## src/design/mosf_defs.svh

```systemverilog
// Constants for the measurement output and status formatter
`ifndef MOSF_DEFS_SVH
`define MOSF_DEFS_SVH
`define MOSF_CH_CR 8'h0D
`define MOSF_CH_LF 8'h0A
`define MOSF_CH_COMMA 8'h2C
`define MOSF_CH_E 8'h45
`define MOSF_CH_PLUS 8'h2B
`define MOSF_CH_MINUS 8'h2D
`define MOSF_CH_ZERO 8'h30
`define MOSF_HEAD_LEN 4
`define MOSF_EXP_LEN 4
`define MOSF_RG_UNITY 3'h4
`define MOSF_EXP_STEP 4'h3
`define MOSF_TEN 4'hA
`define MOSF_SB_DRDY 0
`define MOSF_SB_BADCODE 1
`define MOSF_SB_ILLEGAL 2
`define MOSF_SB_EARLY 3
`define MOSF_SB_BUSY 4
`define MOSF_SB_FAULT 5
`define MOSF_SB_RQS 6
`define MOSF_SB_ZERO 7
`define MOSF_SB_REASONS 8'h2F
`define MOSF_STAT_RST 8'h00
`define MOSF_FIFO_DEPTH 16
`define MOSF_VAL_LEN 8
`endif

```

## src/design/mosf_pkg.sv

```systemverilog
// Types of the measurement output and status formatter
package mosf_pkg;
  typedef enum logic [7:0] {
    ST_NORMAL = 8'h4E, ST_OVER = 8'h4F, ST_UNCAL = 8'h55
  } mosf_stat_e;
  typedef enum logic [15:0] {
    FA_Z = 16'h5A46, FA_Y = 16'h5946, FA_R = 16'h5246, FA_G = 16'h4746,
    FA_LS = 16'h4C53, FA_LP = 16'h4C50, FA_CS = 16'h4353, FA_CP = 16'h4350,
    FA_BA = 16'h4241, FA_AV = 16'h4156, FA_BV = 16'h4256, FA_AM = 16'h414D,
    FA_BM = 16'h424D
  } mosf_fna_e;
  typedef enum logic [15:0] {
    FB_TD = 16'h5444, FB_TR = 16'h5452, FB_X = 16'h5846, FB_B = 16'h4246,
    FB_Q = 16'h5146, FB_D = 16'h4446, FB_R = 16'h5246, FB_G = 16'h4746,
    FB_GD = 16'h4744, FB_NONE = 16'h554D
  } mosf_fnb_e;
  typedef enum logic [7:0] {
    DV_NORMAL = 8'h4E, DV_ABS = 8'h44, DV_PCT = 8'h50
  } mosf_dev_e;
  typedef enum logic [7:0] {
    UC_KHZ = 8'h4B, UC_VOLT = 8'h56, UC_MAMP = 8'h4D, UC_REF = 8'h52
  } mosf_unit_e;
  typedef enum logic [2:0] {
    RG_PICO = 3'h0, RG_NANO = 3'h1, RG_MICRO = 3'h2, RG_MILLI = 3'h3,
    RG_UNITY = 3'h4, RG_KILO = 3'h5, RG_MEGA = 3'h6
  } mosf_rng_e;
  typedef enum logic [2:0] {
    S_IDLE = 3'b000, S_A = 3'b001, S_DA = 3'b010, S_B = 3'b011,
    S_DB = 3'b100, S_C = 3'b101, S_END = 3'b110
  } mosf_state_e;
endpackage : mosf_pkg

```

## src/design/mosf_formatter.sv

```systemverilog
// Output record framer, byte FIFO and service request status byte
// Summary of operation
// - Switch picks comma (default) or CR LF as field delimiter.
// - In CR LF mode each field ends with carriage return then line feed.
// - Primary and secondary data always sent; parameter data only after its command.
// - Status, function and deviation fields are one or two uppercase letters.
// - Range sent as exponent E-12 up to E+06.
// - Status character: N normal, O overflow, U uncalibrated.
// - Primary function is one of thirteen two-letter codes.
// - Deviation character: N normal, D absolute, P percent.
// - Secondary function codes, UM when no secondary measurement.
// - Parameter unit: K kHz, V volts, M mA, R reference.
// - Service request raised while status bit 1,2,3,4 or 6 is set.
// - Bit 7 shows request pending; bit 8 always zero.
// - Bit 1 on new data with data ready on, or self-test pass with self-test enabled.
// - Bit 2 on an invalid remote program code.
// - Bit 3 on an illegal remotely programmed setting.
// - Bit 4 on a trigger before the last measurement ended.
// - Bit 6 on hardware fault or failed enabled self-test.
// - Bit 5 while sweep or self-test or zeroing runs; cleared by trigger; no request.
// - Order: primary fields, delimiter, secondary fields, then delimiter and parameter if enabled, terminator.
`timescale 1ns/1ps
`include "mosf_defs.svh"

module mosf_fifo #(
  parameter int WIDTH = 8,
  parameter int DEPTH = `MOSF_FIFO_DEPTH
) (
  input wire logic clk_sys_i,
  input wire logic rst_b_i,
  input wire logic [WIDTH-1:0] in_data_i,
  input wire logic in_valid_i,
  output logic in_ready_o,
  output logic [WIDTH-1:0] out_data_o,
  output logic out_valid_o,
  input wire logic out_ready_i
);
  localparam int AW = $clog2(DEPTH);
  logic [WIDTH-1:0] mem [DEPTH];
  logic [AW:0] wr_ptr;
  logic [AW:0] rd_ptr;
  logic [AW:0] next_wr_ptr;
  logic [AW:0] next_rd_ptr;
  logic push;
  logic pop;
  logic full;
  logic empty;

  always_comb begin
    empty = (wr_ptr == rd_ptr);
    full = (wr_ptr[AW-1:0] == rd_ptr[AW-1:0]) && (wr_ptr[AW] != rd_ptr[AW]);
    in_ready_o = !full;
    out_valid_o = !empty;
    out_data_o = mem[rd_ptr[AW-1:0]];
    push = in_valid_i && !full;
    pop = out_ready_i && !empty;
    next_wr_ptr = push ? wr_ptr + 1'b1 : wr_ptr;
    next_rd_ptr = pop ? rd_ptr + 1'b1 : rd_ptr;
  end

  always_ff @(posedge clk_sys_i or negedge rst_b_i) begin
    if (!rst_b_i) begin
      wr_ptr <= '0;
      rd_ptr <= '0;
    end else begin
      wr_ptr <= next_wr_ptr;
      rd_ptr <= next_rd_ptr;
    end
  end

  // Storage carries no reset so it maps onto plain RAM
  always_ff @(posedge clk_sys_i) begin
    if (push) begin
      mem[wr_ptr[AW-1:0]] <= in_data_i;
    end
  end
endmodule : mosf_fifo

module mosf_formatter
  import mosf_pkg::*;
#(
  parameter int VAL_LEN = `MOSF_VAL_LEN
) (
  input wire logic clk_sys_i,
  input wire logic rst_b_i,
  input wire logic delim_crlf_i,
  input wire logic test_parameter_output_command_i,
  input wire logic param_out_off_i,
  input wire logic start_i,
  input wire mosf_stat_e stat_a_i,
  input wire mosf_fna_e fn_a_i,
  input wire mosf_dev_e dev_a_i,
  input wire logic [8*VAL_LEN-1:0] val_a_i,
  input wire mosf_rng_e rng_a_i,
  input wire mosf_stat_e stat_b_i,
  input wire mosf_fnb_e fn_b_i,
  input wire mosf_dev_e dev_b_i,
  input wire logic [8*VAL_LEN-1:0] val_b_i,
  input wire mosf_rng_e rng_b_i,
  input wire mosf_unit_e unit_c_i,
  input wire logic [8*VAL_LEN-1:0] val_c_i,
  output logic busy_o,
  output logic [7:0] out_byte_o,
  output logic out_valid_o,
  input wire logic out_ready_i,
  input wire logic data_ready_en_i,
  input wire logic selftest_en_i,
  input wire logic meas_done_i,
  input wire logic selftest_pass_i,
  input wire logic selftest_fail_i,
  input wire logic bad_code_i,
  input wire logic illegal_set_i,
  input wire logic early_trig_i,
  input wire logic hw_fault_i,
  input wire logic activity_i,
  input wire logic trigger_i,
  input wire logic spoll_i,
  output logic [7:0] service_request_status_o,
  output logic srq_o
);
  localparam int SEG_LEN = `MOSF_HEAD_LEN + VAL_LEN + `MOSF_EXP_LEN;
  localparam int IW = $clog2(SEG_LEN + 1);
  localparam logic [7:0] REASONS = `MOSF_SB_REASONS;

  mosf_state_e state, next_state;
  logic [IW-1:0] idx, next_idx;
  logic sw_meta, sw_sync;
  logic crlf_q, next_crlf_q, par_q, next_par_q, par_en, next_par_en;
  logic [7:0] st_a, st_b, dv_a, dv_b, next_st_a, next_st_b, next_dv_a, next_dv_b;
  logic [15:0] fn_a, fn_b, next_fn_a, next_fn_b;
  logic [8*VAL_LEN-1:0] v_a, v_b, v_c, next_v_a, next_v_b, next_v_c;
  logic [2:0] rg_a, rg_b, next_rg_a, next_rg_b;
  logic [7:0] u_c, next_u_c, byte_d;
  logic push, last, fifo_in_ready, fifo_out_valid, load;
  logic [7:0] fifo_out_data, stat, next_stat, next_out_byte;
  logic next_out_valid;

  // Segment byte by index: status, function, deviation, value, then exponent text from the range code
  function automatic logic [7:0] seg_byte(input logic [IW-1:0] i, input logic [7:0] st,
      input logic [15:0] fn, input logic [7:0] dv, input logic [8*VAL_LEN-1:0] v,
      input logic [2:0] rg);
    logic [3:0] mag;
    int k;
    mag = (rg < `MOSF_RG_UNITY) ? 4'((`MOSF_RG_UNITY - rg) * `MOSF_EXP_STEP)
                                : 4'((rg - `MOSF_RG_UNITY) * `MOSF_EXP_STEP);
    k = int'(i) - `MOSF_HEAD_LEN;
    if (i == IW'(0)) begin
      seg_byte = st;
    end else if (i == IW'(1)) begin
      seg_byte = fn[15:8];
    end else if (i == IW'(2)) begin
      seg_byte = fn[7:0];
    end else if (i == IW'(3)) begin
      seg_byte = dv;
    end else if (k < VAL_LEN) begin
      seg_byte = v[8*(VAL_LEN-1-k) +: 8];
    end else if (k == VAL_LEN) begin
      seg_byte = `MOSF_CH_E;
    end else if (k == VAL_LEN + 1) begin
      seg_byte = (rg < `MOSF_RG_UNITY) ? `MOSF_CH_MINUS : `MOSF_CH_PLUS;
    end else if (k == VAL_LEN + 2) begin
      seg_byte = (mag >= `MOSF_TEN) ? `MOSF_CH_ZERO + 8'h01 : `MOSF_CH_ZERO;
    end else begin
      seg_byte = `MOSF_CH_ZERO | 8'((mag >= `MOSF_TEN) ? mag - `MOSF_TEN : mag);
    end
  endfunction : seg_byte

  // Delimiter switch is a panel pin: two flops before use
  always_ff @(posedge clk_sys_i or negedge rst_b_i) begin
    if (!rst_b_i) begin
      sw_meta <= 1'b0;
      sw_sync <= 1'b0;
    end else begin
      sw_meta <= delim_crlf_i;
      sw_sync <= sw_meta;
    end
  end

  // Fields are frozen at start so a record never mixes two measurements
  always_comb begin
    next_st_a = st_a; next_fn_a = fn_a; next_dv_a = dv_a; next_v_a = v_a;
    next_rg_a = rg_a; next_st_b = st_b; next_fn_b = fn_b; next_dv_b = dv_b;
    next_v_b = v_b; next_rg_b = rg_b; next_u_c = u_c; next_v_c = v_c;
    next_crlf_q = crlf_q; next_par_q = par_q;
    next_par_en = test_parameter_output_command_i || (par_en && !param_out_off_i);
    if (state == S_IDLE && start_i) begin
      next_st_a = stat_a_i; next_fn_a = fn_a_i; next_dv_a = dev_a_i;
      next_v_a = val_a_i; next_rg_a = rng_a_i;
      next_st_b = stat_b_i; next_fn_b = fn_b_i; next_dv_b = dev_b_i;
      next_v_b = val_b_i; next_rg_b = rng_b_i;
      next_u_c = unit_c_i; next_v_c = val_c_i;
      next_crlf_q = sw_sync;
      next_par_q = par_en;
    end
  end

  always_ff @(posedge clk_sys_i or negedge rst_b_i) begin
    if (!rst_b_i) begin
      st_a <= '0; fn_a <= '0; dv_a <= '0; v_a <= '0; rg_a <= '0;
      st_b <= '0; fn_b <= '0; dv_b <= '0; v_b <= '0; rg_b <= '0;
      u_c <= '0; v_c <= '0; crlf_q <= 1'b0; par_q <= 1'b0; par_en <= 1'b0;
    end else begin
      st_a <= next_st_a; fn_a <= next_fn_a; dv_a <= next_dv_a; v_a <= next_v_a;
      rg_a <= next_rg_a; st_b <= next_st_b; fn_b <= next_fn_b; dv_b <= next_dv_b;
      v_b <= next_v_b; rg_b <= next_rg_b; u_c <= next_u_c; v_c <= next_v_c;
      crlf_q <= next_crlf_q; par_q <= next_par_q; par_en <= next_par_en;
    end
  end

  // Record sequencer: one byte per cycle while the FIFO has room
  always_comb begin
    next_state = state;
    next_idx = idx;
    push = 1'b0;
    last = 1'b0;
    byte_d = 8'h00;
    case (state)
      S_IDLE: begin
        if (start_i) begin
          next_state = S_A;
        end
      end
      S_A: begin
        push = 1'b1;
        byte_d = seg_byte(idx, st_a, fn_a, dv_a, v_a, rg_a);
        last = (idx == IW'(SEG_LEN - 1));
      end
      S_B: begin
        push = 1'b1;
        byte_d = seg_byte(idx, st_b, fn_b, dv_b, v_b, rg_b);
        last = (idx == IW'(SEG_LEN - 1));
      end
      S_DA, S_DB: begin
        push = 1'b1;
        if (crlf_q) begin
          byte_d = (idx == IW'(0)) ? `MOSF_CH_CR : `MOSF_CH_LF;
        end else begin
          byte_d = `MOSF_CH_COMMA;
        end
        last = !crlf_q || (idx == IW'(1));
      end
      S_C: begin
        push = 1'b1;
        byte_d = (idx == IW'(0)) ? u_c : v_c[8*(VAL_LEN-int'(idx)) +: 8];
        last = (idx == IW'(VAL_LEN));
      end
      S_END: begin
        push = 1'b1;
        byte_d = (idx == IW'(0)) ? `MOSF_CH_CR : `MOSF_CH_LF;
        last = (idx == IW'(1));
      end
      default: begin
        next_state = S_IDLE;
      end
    endcase
    if (push && fifo_in_ready) begin
      next_idx = last ? '0 : idx + 1'b1;
      if (last) begin
        case (state)
          S_A: next_state = S_DA;
          S_DA: next_state = S_B;
          S_B: next_state = par_q ? S_DB : S_END;
          S_DB: next_state = S_C;
          S_C: next_state = S_END;
          default: next_state = S_IDLE;
        endcase
      end
    end
  end

  always_ff @(posedge clk_sys_i or negedge rst_b_i) begin
    if (!rst_b_i) begin
      state <= S_IDLE;
      idx <= '0;
      busy_o <= 1'b0;
    end else begin
      state <= next_state;
      idx <= next_idx;
      busy_o <= (next_state != S_IDLE);
    end
  end

  mosf_fifo #(.WIDTH(8), .DEPTH(`MOSF_FIFO_DEPTH)) u_fifo (
    .clk_sys_i(clk_sys_i),
    .rst_b_i(rst_b_i),
    .in_data_i(byte_d),
    .in_valid_i(push),
    .in_ready_o(fifo_in_ready),
    .out_data_o(fifo_out_data),
    .out_valid_o(fifo_out_valid),
    .out_ready_i(load)
  );

  // Output register keeps the byte port glitch free
  always_comb begin
    load = fifo_out_valid && (!out_valid_o || out_ready_i);
    next_out_valid = load || (out_valid_o && !out_ready_i);
    next_out_byte = load ? fifo_out_data : out_byte_o;
  end

  always_ff @(posedge clk_sys_i or negedge rst_b_i) begin
    if (!rst_b_i) begin
      out_valid_o <= 1'b0;
      out_byte_o <= 8'h00;
    end else begin
      out_valid_o <= next_out_valid;
      out_byte_o <= next_out_byte;
    end
  end

  // Status byte; a new event in the poll cycle survives the poll
  always_comb begin
    next_stat = stat;
    if (spoll_i) begin
      next_stat = stat & ~REASONS;
    end
    if ((meas_done_i && data_ready_en_i) || (selftest_pass_i && selftest_en_i)) begin
      next_stat[`MOSF_SB_DRDY] = 1'b1;
    end
    if (bad_code_i) begin
      next_stat[`MOSF_SB_BADCODE] = 1'b1;
    end
    if (illegal_set_i) begin
      next_stat[`MOSF_SB_ILLEGAL] = 1'b1;
    end
    if (early_trig_i) begin
      next_stat[`MOSF_SB_EARLY] = 1'b1;
    end
    if (hw_fault_i || (selftest_fail_i && selftest_en_i)) begin
      next_stat[`MOSF_SB_FAULT] = 1'b1;
    end
    next_stat[`MOSF_SB_BUSY] = activity_i || (stat[`MOSF_SB_BUSY] && !trigger_i);
    next_stat[`MOSF_SB_RQS] = |(next_stat & REASONS);
    next_stat[`MOSF_SB_ZERO] = 1'b0;
  end

  always_ff @(posedge clk_sys_i or negedge rst_b_i) begin
    if (!rst_b_i) begin
      stat <= `MOSF_STAT_RST;
    end else begin
      stat <= next_stat;
    end
  end

  assign service_request_status_o = stat;
  assign srq_o = stat[`MOSF_SB_RQS];

  a_srq_reason: assert property (@(posedge clk_sys_i) disable iff (!rst_b_i)
    $rose(srq_o) |-> $past(meas_done_i) || $past(selftest_pass_i) || $past(bad_code_i)
    || $past(illegal_set_i) || $past(early_trig_i) || $past(hw_fault_i)
    || $past(selftest_fail_i)) else $error("request without a reason event");
  a_bit8_zero: assert property (@(posedge clk_sys_i) disable iff (!rst_b_i)
    !service_request_status_o[7]) else $error("bit 8 not zero");
  a_busy_no_srq: assert property (@(posedge clk_sys_i) disable iff (!rst_b_i)
    activity_i && !srq_o && !meas_done_i && !selftest_pass_i && !bad_code_i && !illegal_set_i
    && !early_trig_i && !hw_fault_i && !selftest_fail_i |=> !srq_o)
    else $error("activity raised request");
  a_drdy_set: assert property (@(posedge clk_sys_i) disable iff (!rst_b_i)
    meas_done_i && data_ready_en_i |=> stat[0] && srq_o) else $error("no data ready");
  a_badcode_set: assert property (@(posedge clk_sys_i) disable iff (!rst_b_i)
    bad_code_i |=> stat[1] && srq_o) else $error("bad code not flagged");
  a_illegal_set: assert property (@(posedge clk_sys_i) disable iff (!rst_b_i)
    illegal_set_i |=> stat[2]) else $error("illegal setting not flagged");
  a_early_set: assert property (@(posedge clk_sys_i) disable iff (!rst_b_i)
    early_trig_i |=> stat[3]) else $error("early trigger not flagged");
  a_fault_set: assert property (@(posedge clk_sys_i) disable iff (!rst_b_i)
    hw_fault_i || (selftest_fail_i && selftest_en_i) |=> stat[5])
    else $error("fault not flagged");
  a_trig_clear: assert property (@(posedge clk_sys_i) disable iff (!rst_b_i)
    trigger_i && !activity_i |=> !stat[4]) else $error("activity bit kept");
  a_poll_clear: assert property (@(posedge clk_sys_i) disable iff (!rst_b_i)
    spoll_i && !meas_done_i && !selftest_pass_i && !bad_code_i && !illegal_set_i
    && !early_trig_i && !hw_fault_i && !selftest_fail_i |=> !srq_o)
    else $error("poll left request");
  a_comma_delim: assert property (@(posedge clk_sys_i) disable iff (!rst_b_i)
    state == S_DA && !crlf_q |-> byte_d == `MOSF_CH_COMMA) else $error("bad comma");
  a_crlf_pair: assert property (@(posedge clk_sys_i) disable iff (!rst_b_i)
    state == S_DA && crlf_q && idx == IW'(0) && fifo_in_ready |=> byte_d == `MOSF_CH_LF)
    else $error("CR without LF");
  a_param_skip: assert property (@(posedge clk_sys_i) disable iff (!rst_b_i)
    state == S_B && last && fifo_in_ready |=> state == (par_q ? S_DB : S_END))
    else $error("parameter field misplaced");

  c_crlf_record: cover property (@(posedge clk_sys_i) state == S_DB && crlf_q);
  c_param_record: cover property (@(posedge clk_sys_i) state == S_C && idx == IW'(VAL_LEN));
  c_fifo_stall: cover property (@(posedge clk_sys_i) push && !fifo_in_ready);
  c_poll_event: cover property (@(posedge clk_sys_i) spoll_i && bad_code_i);
endmodule : mosf_formatter

```

## config.mk

```make
export PLATFORM = sky130hd
export DESIGN_NAME = mosf_formatter
export DESIGN_NICKNAME = d
export VERILOG_FILES = /design/src/design/mosf_pkg.sv /design/src/design/mosf_formatter.sv
export VERILOG_INCLUDE_DIRS = /design/src /design/src/design
export SDC_FILE = /design/constraint.sdc
export NUM_CORES = 1
export LEC_CHECK = 0
export BUFFER_PORTS_ARGS = -buffer_cell sky130_fd_sc_hd__buf_2
export CORE_ASPECT_RATIO = 0.6
export CORE_MARGIN = 1
export CORE_UTILIZATION = 52
export CTS_CLUSTER_SIZE = 24
export DETAILED_ROUTE_END_ITERATION = 7
export GPL_TIMING_DRIVEN = 0
export PLACE_DENSITY_LB_ADDON = 0.08
export SYNTH_ARGS = -nofsm -noshare
export SYNTH_HDL_FRONTEND = slang
export SYNTH_SLANG_ARGS = --single-unit
```

## constraint.sdc

```tcl
create_clock -name clk_sys_i -period 3.5 [get_ports clk_sys_i]
set_clock_uncertainty 0.05 [all_clocks]
set_input_delay 0.175 -clock clk_sys_i [delete_from_list [all_inputs] [get_ports clk_sys_i]]
set_output_delay 0.175 -clock clk_sys_i [all_outputs]
set_load 0.05 [all_outputs]
```

==> out/metrics.cfg, run 1 <==
[synth]
synth_compound_area_frac = 0.0560
synthAdderAreaFrac = 0.0182
synth.area.mux_share = 0.261
avgSynthCellArea_um2 = 14.8
synth_edf_count = 128
synth_area_um2 = 20200
yosys.area_share.xor_xnor = 0.0108
synth_top_family_by_area = multiplexers
synth_seq_area_share = 0.574
yosys.area.top_type = dfrtp_1
ys.flop_type = dfrtp_1
synth_warnings = 0
synthCells = 1362
synth-simple-area-share = 0.0530
netlist.area_leader.share = 0.384
ys_types = 74
synthArstFlopShare = 0.708
ys_top_cells_by_area = dfrtp_1 (38%), edfxtp_1 (19%), mux2_1 (10%)
synth_nets = 1678
synth-seq-cells = 438

[power]
vdd_drop_max_mv = 0.421
netSwitchingFraction = 0.394
clockPowerShare = 0.161
combPwrFrac = 0.499
switchingPower_w = 0.0108
p_leak_nw = 11.4
p_int_w = 0.0166
total_power_w = 0.0274
p_seq_frac = 0.341
p_per_area_nw_per_um2 = 1000

[grt]
grt_pass1_vias = 15356
grt_usage = 0.336
grt_max_degree = 116
use_met2 = 0.481
antenna_found_initial = 10
top_usage_layer = met1
grt_use_met1 = 0.504
grt_pass1_wl_mm = 97.4
gr-total-overflow = 0
grt_util_met3 = 0.0996

[floorplan]
die_area_um2 = 39700
core_um2 = 38000
ioPinCount = 308
num_rows = 55
die_x_um = 257
start_util = 0.532
die_h_um = 155

[timing]
timing.final.hold_violations = 0
max_freq_mhz = 286
hold_ws_ps = 50.8
report.final.slew_viol_count = 0
final.min_clock_period_ps = 3500
worst_slew_pin_slew_ps = 863
timing.setup.tns_ps = -5.13
min_period_over_period = 1.00
relSlewSlack = 0.425
setup_viol = 6
worst_slack_ps = -2.01

[setup_path]
cp.required_ps = 3740
cp_max_fo = 10
arrival_ps = 3740
endpoint_kind = register
worstSetupStartpointType = register
path_class = register to register

[detailed_routing]
drcViolationCount = 0
wire_per_inst_um = 25.5
postRouteWirelength_mm = 65.8
vias = 15142
postRouteAntennaNets = 0
drt_first_iter_violations = 1428
first_pass_iters = 5
viasPerCell = 5.86

[placed_design]
place_hpwl_mm = 44.7
routabilityCongestion = 0.960
place_inst = 2186
port_buffers = 306
dp_slack_ps = -1870

[job]
drv_cap = 0

[final_layout]
final_common_cell = buf_2
nNetsFinal = 2350
layout_common_cells = buf_2 (334), dfrtp_1 (308), dlygate4sd3_1 (288)
area_delta_synth_final_pct = 35.6
drive_above_1_share = 0.330
final_cell_count_no_fill = 2582
fillers = 2547

[clock_tree]
cts_tree = built
cts.htree.levels = 2
cts.path.max_buffers = 3
clock_sinks = 438
insertion_delay_ps = 550
cts-root-buf = clkbuf_16
cts.clk_slew.worst_paths_ps = 60
cts_buffers = 41

[run_status]
status = finished, violations left
violations = negative setup slack

[worst_hold_path]
hp-class = input pin to register

-- metrics by stage --
| step | util | cell area (um2) |
|---|---|---|
| after floorplan | - | 20200 |
| after global placement | 0.589 | 22400 |
| after detailed placement | 0.592 | 22500 |
| after CTS | 0.716 | 27200 |
| after global routing | 0.722 | 27400 |
| final | 0.722 | 27400 |
-- path summary, 6_finish.rpt --
path | start | end | slack, ps | cells past startpoint
max in group asynchronous | rst_b_i | rg_b[0] | 1610 | 4
min | selftest_fail_i | service_request_status_o[6] | 50 | 4
max | idx[0] | u_fifo.mem[4][6] | -2 | 15
max reg2reg | idx[0] | u_fifo.mem[4][6] | -2 | 15
min reg2reg | sw_meta | sw_sync | 320 | 0
min in group asynchronous | rst_b_i | v_c[37] | 220 | 2
-- repair_timing --
action	in CTS	in global routing
gates cloned	2	1
hold buffers	288	0
resized for setup	86	24
setup buffers	18	12
pin swaps	11	8
endpoints found under the setup margin	132	104
hold endpoints to repair	380	0
-- sequential cells by signal, indices dropped and copies added, names as in the netlist, 7 cells and up --
name / flops
st_b: 8
st_a: 8
fn_b: 16
out_byte_o: 8
v_a: 64
service_request_status_o: 7
u_fifo.mem: 128
dv_b: 8
u_c: 8
dv_a: 8
v_b: 64
fn_a: 16
v_c: 64
-- final cells by class --
cell class	count	area (um2)	share of cell area
diodes	6	15.0	0.000548
plain buffers	81	568	0.0207
clock buffers	60	1160	0.0423
clock inverters	12	116	0.00425
inverters	30	126	0.00461
multi-input cells	810	8380	0.306
flip-flops and latches	438	11600	0.423
well taps	513	642	0.0234
repair buffers	632	4800	0.175
-- power by group through the flow --
stage | clock network, W | registers, W | logic [W]
finish | 0.00441 | 0.00935 | 0.0137
detailed placement | 0 | 0.00935 | 0.0114
global route | 0.00466 | 0.00956 | 0.0144
floorplan | 0 | 0.00907 | 0.00760
global placement | 0 | 0.00930 | 0.0111
CTS | 0.00443 | 0.00924 | 0.0129
-- cell usage after synthesis, types with 4 or more instances --
master,n
a31oi_1,4
nor3b_1,4
nor2b_1,13
edfxtp_1,128
buf_2,34
nand4_1,7
o21ai_0,23
o22ai_1,9
a221o_1,4
a21o_1,6
nor3_1,17
xor2_1,11
and3_1,7
clkbuf_1,23
buf_1,15
mux4_2,87
inv_1,28
nand3_1,14
a2111oi_0,5
mux2_1,186
o2111ai_1,4
fa_1,4
mux2i_1,19
o211ai_1,5
mux2_2,92
buf_4,6
a221oi_1,4
o221ai_1,8
o21ai_1,24
xnor2_1,12
ha_1,23
nand2b_1,10
a22oi_1,9
buf_6,6
a21oi_1,27
nand2_1,68
and2_1,24
dfrtp_1,310
nor2_1,25
-- metal layers --
layer	up-vias	wire length [um]
met5	-	181
met4	6	1380
met3	121	6720
met2	728	28300
met1	7794	29200
li1	6493	-
-- worst max-delay path, cell delays in order, from the launching register on --
cell and delay (ps):
dfrtp_1 400, buf_6 150, buf_12 130, buf_16 160, buf_16 140, inv_6 100, ha_4 210, clkbuf_8 170
clkbuf_16 180, mux4_2 340, mux2i_4 240, nor3_1 110, nor4_2 320, o211ai_1 170, buf_4 200, buf_4 170
-- kinds of logic (layout without fill, tap and decap cells) --
| group | after synthesis | in the layout |
|---|---|---|
| flip-flops | 438 | 438 |
| AO/OA/AOI/OAI | 166 | 166 |
| XOR/XNOR | 24 | 24 |
| multiplexers | 384 | 384 |
| adder cells (fa/ha/maj) | 27 | 27 |
| AND/OR/NAND/NOR | 208 | 208 |
| buffers and inverters | 114 | 815 |
| other | 1 | 7 |
No activity file was read; power rests on OpenSTA's default activity.
==> run 2, diff against run 1 <==
--- a/config.mk
+++ b/config.mk
@@ -13,7 +13,7 @@
 export CTS_CLUSTER_SIZE = 24
 export DETAILED_ROUTE_END_ITERATION = 7
 export GPL_TIMING_DRIVEN = 0
-export PLACE_DENSITY_LB_ADDON = 0.08
+export PLACE_DENSITY = 0.77
 export SYNTH_ARGS = -nofsm -noshare
 export SYNTH_HDL_FRONTEND = slang
 export SYNTH_SLANG_ARGS = --single-unit
==> out/metrics.cfg, run 2 (same netlist as run 1, synthesis figures left out) <==
[floorplan]
ioPinCount = 308
num_rows = 55
die_area_um2 = 39700
start_util = 0.532
core_um2 = 38000
die_h_um = 155
die_x_um = 257

[power]
p_per_area_nw_per_um2 = 1020
p_leak_nw = 11.5
vdd_drop_max_mv = 0.571

[timing]
timing.final.hold_violations = 0
report.final.slew_viol_count = 0
hold_ws_ps = 26.3
worst_slack_ps = 42.8
relSlewSlack = 0.373
min_period_over_period = 0.988
max_freq_mhz = 289
worst_slew_pin_slew_ps = 940
final.min_clock_period_ps = 3460
setup_viol = 0

[setup_path]
reg2reg_from = idx[2]
arrival_ps = 3720
path_class = register to register
r2r_slack_ps = 40
cp_max_fo = 10
reg2regPathDepth = 15
endpoint_kind = register
cp.required_ps = 3770
regToRegEndpoint = u_fifo.mem[6][5]
worstSetupStartpointType = register

[detailed_routing]
viasPerCell = 6.05
postRouteAntennaNets = 0
vias = 15630
wire_per_inst_um = 26.6
first_pass_iters = 7
postRouteWirelength_mm = 68.8
drcViolationCount = 0
drt_first_iter_violations = 1537

[final_layout]
fillers = 2367
largest_reg_flops = 128
nNetsFinal = 2351
final_util = 0.729
final_cell_count_no_fill = 2584
area_delta_synth_final_pct = 37.1
final_common_cell = buf_2
drive_above_1_share = 0.341
layout_common_cells = buf_2 (332), dfrtp_1 (308), dlygate4sd3_1 (288)

[grt]
grt_pass1_vias = 16470
grt_max_degree = 127
gr-total-overflow = 0
grt_pass1_wl_mm = 103
antenna_found_initial = 6
grt_usage = 0.352

[clock_tree]
cts-root-buf = clkbuf_16
clock_sinks = 438
cts.path.max_buffers = 3
insertion_delay_ps = 580
cts.clk_slew.worst_paths_ps = 70
cts_buffers = 41
cts.htree.levels = 2
cts_tree = built

[placed_design]
port_buffers = 306
routabilityCongestion = 0.945
dp_slack_ps = -2100
place_inst = 2184
place_hpwl_mm = 44.1

[worst_hold_path]
hold_path_depth = 4
holdPathEnd = service_request_status_o[6]
hp-class = input pin to register
hp-start = selftest_fail_i

[job]
drv_cap = 0

[run_status]
status = finished, final reports clean

run 2: routing by layer:
metal,track usage,part of all wire,vias to the layer above
met3,0.100,0.11,179
met4,0.113,0.034,2
li1,-,-,6491
met5,0,0.00019,-
met1,0.480,0.40,7991
met2,0.550,0.46,967
run 2: repair_timing:
action                     in CTS  in global routing
buffers inserted               21                 14
cloned                          2                  1
setup endpoints to repair     132                110
resized for setup             102                 29
hold endpoints to repair      398                  0
pin swaps                      13                  8
hold buffers                  288                  0
run 2: how the worst max path moves through the flow:
stage	start	to	slack [ps]	cells after the start
2_1_floorplan	idx[2]	u_fifo.mem[0][5]	30	13
3_3_place_gp	rst_b_i	fn_b[6]	-3640	1
3_5_place_dp	idx[1]	u_fifo.mem[5][4]	-2100	11
4_1_cts	idx[2]	u_fifo.mem[10][6]	10	14
5_1_grt	idx[2]	u_fifo.mem[7][5]	-30	15
6_report	idx[2]	u_fifo.mem[6][5]	40	15
run 2: stage by stage:
stage          total power [W]  setup TNS [ps]  instance area (um2)
6_report                0.0282               0                27700
5_1_grt                 0.0294            -318                27700
4_1_cts                 0.0271               0                27500
3_5_place_dp            0.0207         -222470                22500
2_1_floorplan           0.0167               0                20200
3_3_place_gp            0.0201        -1332390                22400
run 2: power breakdown:
part	switching, W	total [W]	internal, W
sequential	0.00136	0.00947	0.00811
combinational	0.00776	0.0140	0.00628
clock	0.00209	0.00474	0.00265
total	0.0112	0.0282	0.0170
run 2: layout make-up:
class / count / area [um2] / share of cell area
flip-flops and latches: 438 / 11600 / 0.419
diodes: 4 / 10.0 / 0.000361
well taps: 513 / 642 / 0.0232
clock buffers: 61 / 1210 / 0.0438
repair buffers: 634 / 4840 / 0.175
clock inverters: 14 / 183 / 0.00659
multi-input cells: 811 / 8500 / 0.307
inverters: 30 / 136 / 0.00492
plain buffers: 79 / 577 / 0.0208
run 2: worst max-delay path, cell delays in order, from the launching register on:
cell       delay [ps]
dfrtp_1           400
buf_8             180
inv_8             100
buf_12            140
ha_4              180
nand2b_4          150
and2_4            150
ha_4              130
nor4bb_4          270
a21oi_2            80
and2_4            200
a2111oi_4         320
a311o_1           300
nand4_1           130
buf_4             190
clkbuf_4          180
==> run 3, diff against run 2 <==
--- a/config.mk
+++ b/config.mk
@@ -7,13 +7,15 @@
 export NUM_CORES = 1
 export LEC_CHECK = 0
 export BUFFER_PORTS_ARGS = -buffer_cell sky130_fd_sc_hd__buf_2
+export CELL_PAD_IN_SITES_DETAIL_PLACEMENT = 1
+export CELL_PAD_IN_SITES_GLOBAL_PLACEMENT = 1
 export CORE_ASPECT_RATIO = 0.6
 export CORE_MARGIN = 1
-export CORE_UTILIZATION = 52
+export CORE_UTILIZATION = 43
 export CTS_CLUSTER_SIZE = 24
 export DETAILED_ROUTE_END_ITERATION = 7
 export GPL_TIMING_DRIVEN = 0
-export PLACE_DENSITY = 0.77
+export PLACE_DENSITY_LB_ADDON = 0.1
 export SYNTH_ARGS = -nofsm -noshare
 export SYNTH_HDL_FRONTEND = slang
 export SYNTH_SLANG_ARGS = --single-unit
==> constraint.sdc (replaced) <==
create_clock -name clk_sys_i -period 3.5 [get_ports clk_sys_i]
set_clock_uncertainty 0.05 [all_clocks]
set_input_delay 0.35 -clock clk_sys_i [delete_from_list [all_inputs] [get_ports clk_sys_i]]
set_output_delay 0.35 -clock clk_sys_i [all_outputs]
set_load 0.05 [all_outputs]
==> out/metrics.cfg, run 3 (same netlist as run 1, synthesis figures left out) <==
[clock_tree]
cts-root-buf = clkbuf_16
cts.htree.levels = 2
insertion_delay_ps = 580
cts.clk_slew.worst_paths_ps = 70
cts_buffers = 43
cts.path.max_buffers = 3
clock_sinks = 438
cts_tree = built

[power]
total_power_w = 0.0277
vdd_drop_max_mv = 0.508
p_leak_nw = 11.4
p_per_area_nw_per_um2 = 1000

[timing]
grt_setup_unrepaired = true
worst_slew_pin_slew_ps = 1060
max_freq_mhz = 289
relSlewSlack = 0.293
timing.final.hold_violations = 0
min_period_over_period = 0.990
worst_slack_ps = 35.8
report.final.slew_viol_count = 0
final.min_clock_period_ps = 3460
setup_viol = 0

[detailed_routing]
wire_per_inst_um = 26.4
vias = 14984
postRouteAntennaNets = 0
drcViolationCount = 0
postRouteWirelength_mm = 71.2
viasPerCell = 5.56
first_pass_iters = 7
drt_first_iter_violations = 1182

[placed_design]
routabilityCongestion = 0.919
dp_slack_ps = -2070
port_buffers = 306
place_hpwl_mm = 49.0

[floorplan]
ioPinCount = 308
num_rows = 61
die_area_um2 = 47900
start_util = 0.436
die_x_um = 282
core_um2 = 46300
die_h_um = 170

[setup_path]
cp_max_fo = 16
endpoint_kind = register
r2r_slack_ps = 40
reg2reg_from = idx[1]
regToRegEndpoint = u_fifo.mem[15][4]
reg2regPathDepth = 13
path_class = register to register
worstSetupStartpointType = register
arrival_ps = 3710
cp.required_ps = 3740

[worst_hold_path]
hold_path_depth = 3
hp-class = input pin to register
hp-start = rng_b_i[0]
holdPathEnd = rg_b[0]

[final_layout]
layout_common_cells = buf_2 (332), dfrtp_1 (309), dlygate4sd3_1 (279)
final_common_cell = buf_2
nNetsFinal = 2342
area_delta_synth_final_pct = 36.5
drive_above_1_share = 0.336
largest_reg_flops = 128

[grt]
grt_pass1_wl_mm = 106
gr-total-overflow = 0
grt_usage = 0.304
grt_pass1_vias = 16274
antenna_found_initial = 6
grt_max_degree = 113

[run_status]
status = finished, final reports clean

[job]
drv_cap = 0

run 3: per-stage QoR:
stage | cell area (um2) | hold slack (ps) | cells | setup TNS, ps | utilization
after floorplan | 20200 | 4.41 | 1362 | 0 | -
after global routing | 27600 | 4.65 | 2695 | -49.1 | 0.595
after detailed placement | 22600 | 316 | 2302 | -231310 | 0.488
after global placement | 22500 | 295 | 2298 | -1514360 | 0.486
after CTS | 27400 | 5.10 | 2681 | 0 | 0.592
final | 27600 | 5.15 | 2697 | 0 | 0.596
run 3: metal layers:
| metal | track usage | wire, um | vias up |
|---|---|---|---|
| met3 | 0.0599 | 4850 | 78 |
| met2 | 0.466 | 32400 | 505 |
| li1 | - | - | 6479 |
| met1 | 0.448 | 32700 | 7920 |
| met4 | 0.0626 | 1200 | 2 |
| met5 | 0.0123 | 78 | - |
run 3: cell type report:
cell class	count	area [um2]
fill	4539	18700
sequential	438	11600
multi-input combinational	810	8350
timing repair buffer	624	4690
clock buffer	65	1280
tap	630	788
buffer	79	589
clock inverter	14	143
inverter	30	131
antenna	7	17.5
run 3: worst max path at each step:
| stage | depth (start not counted) | slack, ps | end | from |
|---|---|---|---|---|
| floorplan | 13 | 30 | u_fifo.mem[0][5] | idx[2] |
| global placement | 1 | -4160 | fn_a[1] | rst_b_i |
| detailed placement | 13 | -2070 | u_fifo.mem[12][0] | idx[1] |
| CTS | 15 | 6 | u_fifo.mem[0][6] | idx[0] |
| global route | 15 | -10 | u_fifo.mem[15][7] | idx[0] |
| finish | 13 | 40 | u_fifo.mem[15][4] | idx[1] |
run 3: timing repair:
| action | CTS | global route |
|---|---|---|
| buffers inserted | 24 | 10 |
| hold buffers | 279 | 0 |
| cloned | 1 | 0 |
| setup endpoints to repair | 161 | 160 |
| resized for setup | 87 | 23 |
| pin swaps | 11 | 3 |
| endpoints found under the hold margin | 386 | 0 |
run 3: where the power goes:
part	internal (W)	switching, W
clock network	0.00269	0.00209
logic	0.00588	0.00751
registers	0.00811	0.00139
total	0.0167	0.0110
run 3: critical path, cell delays in order (launching register included):
cell        delay (ps)
dfrtp_2            440
buf_12             140
buf_12             100
buf_12             100
clkinvlp_4         130
ha_2               380
clkbuf_16          170
clkbuf_16          170
mux4_2             350
mux2i_1            210
o21ai_1            220
a32oi_2            350
o211ai_1           130
buf_4              230
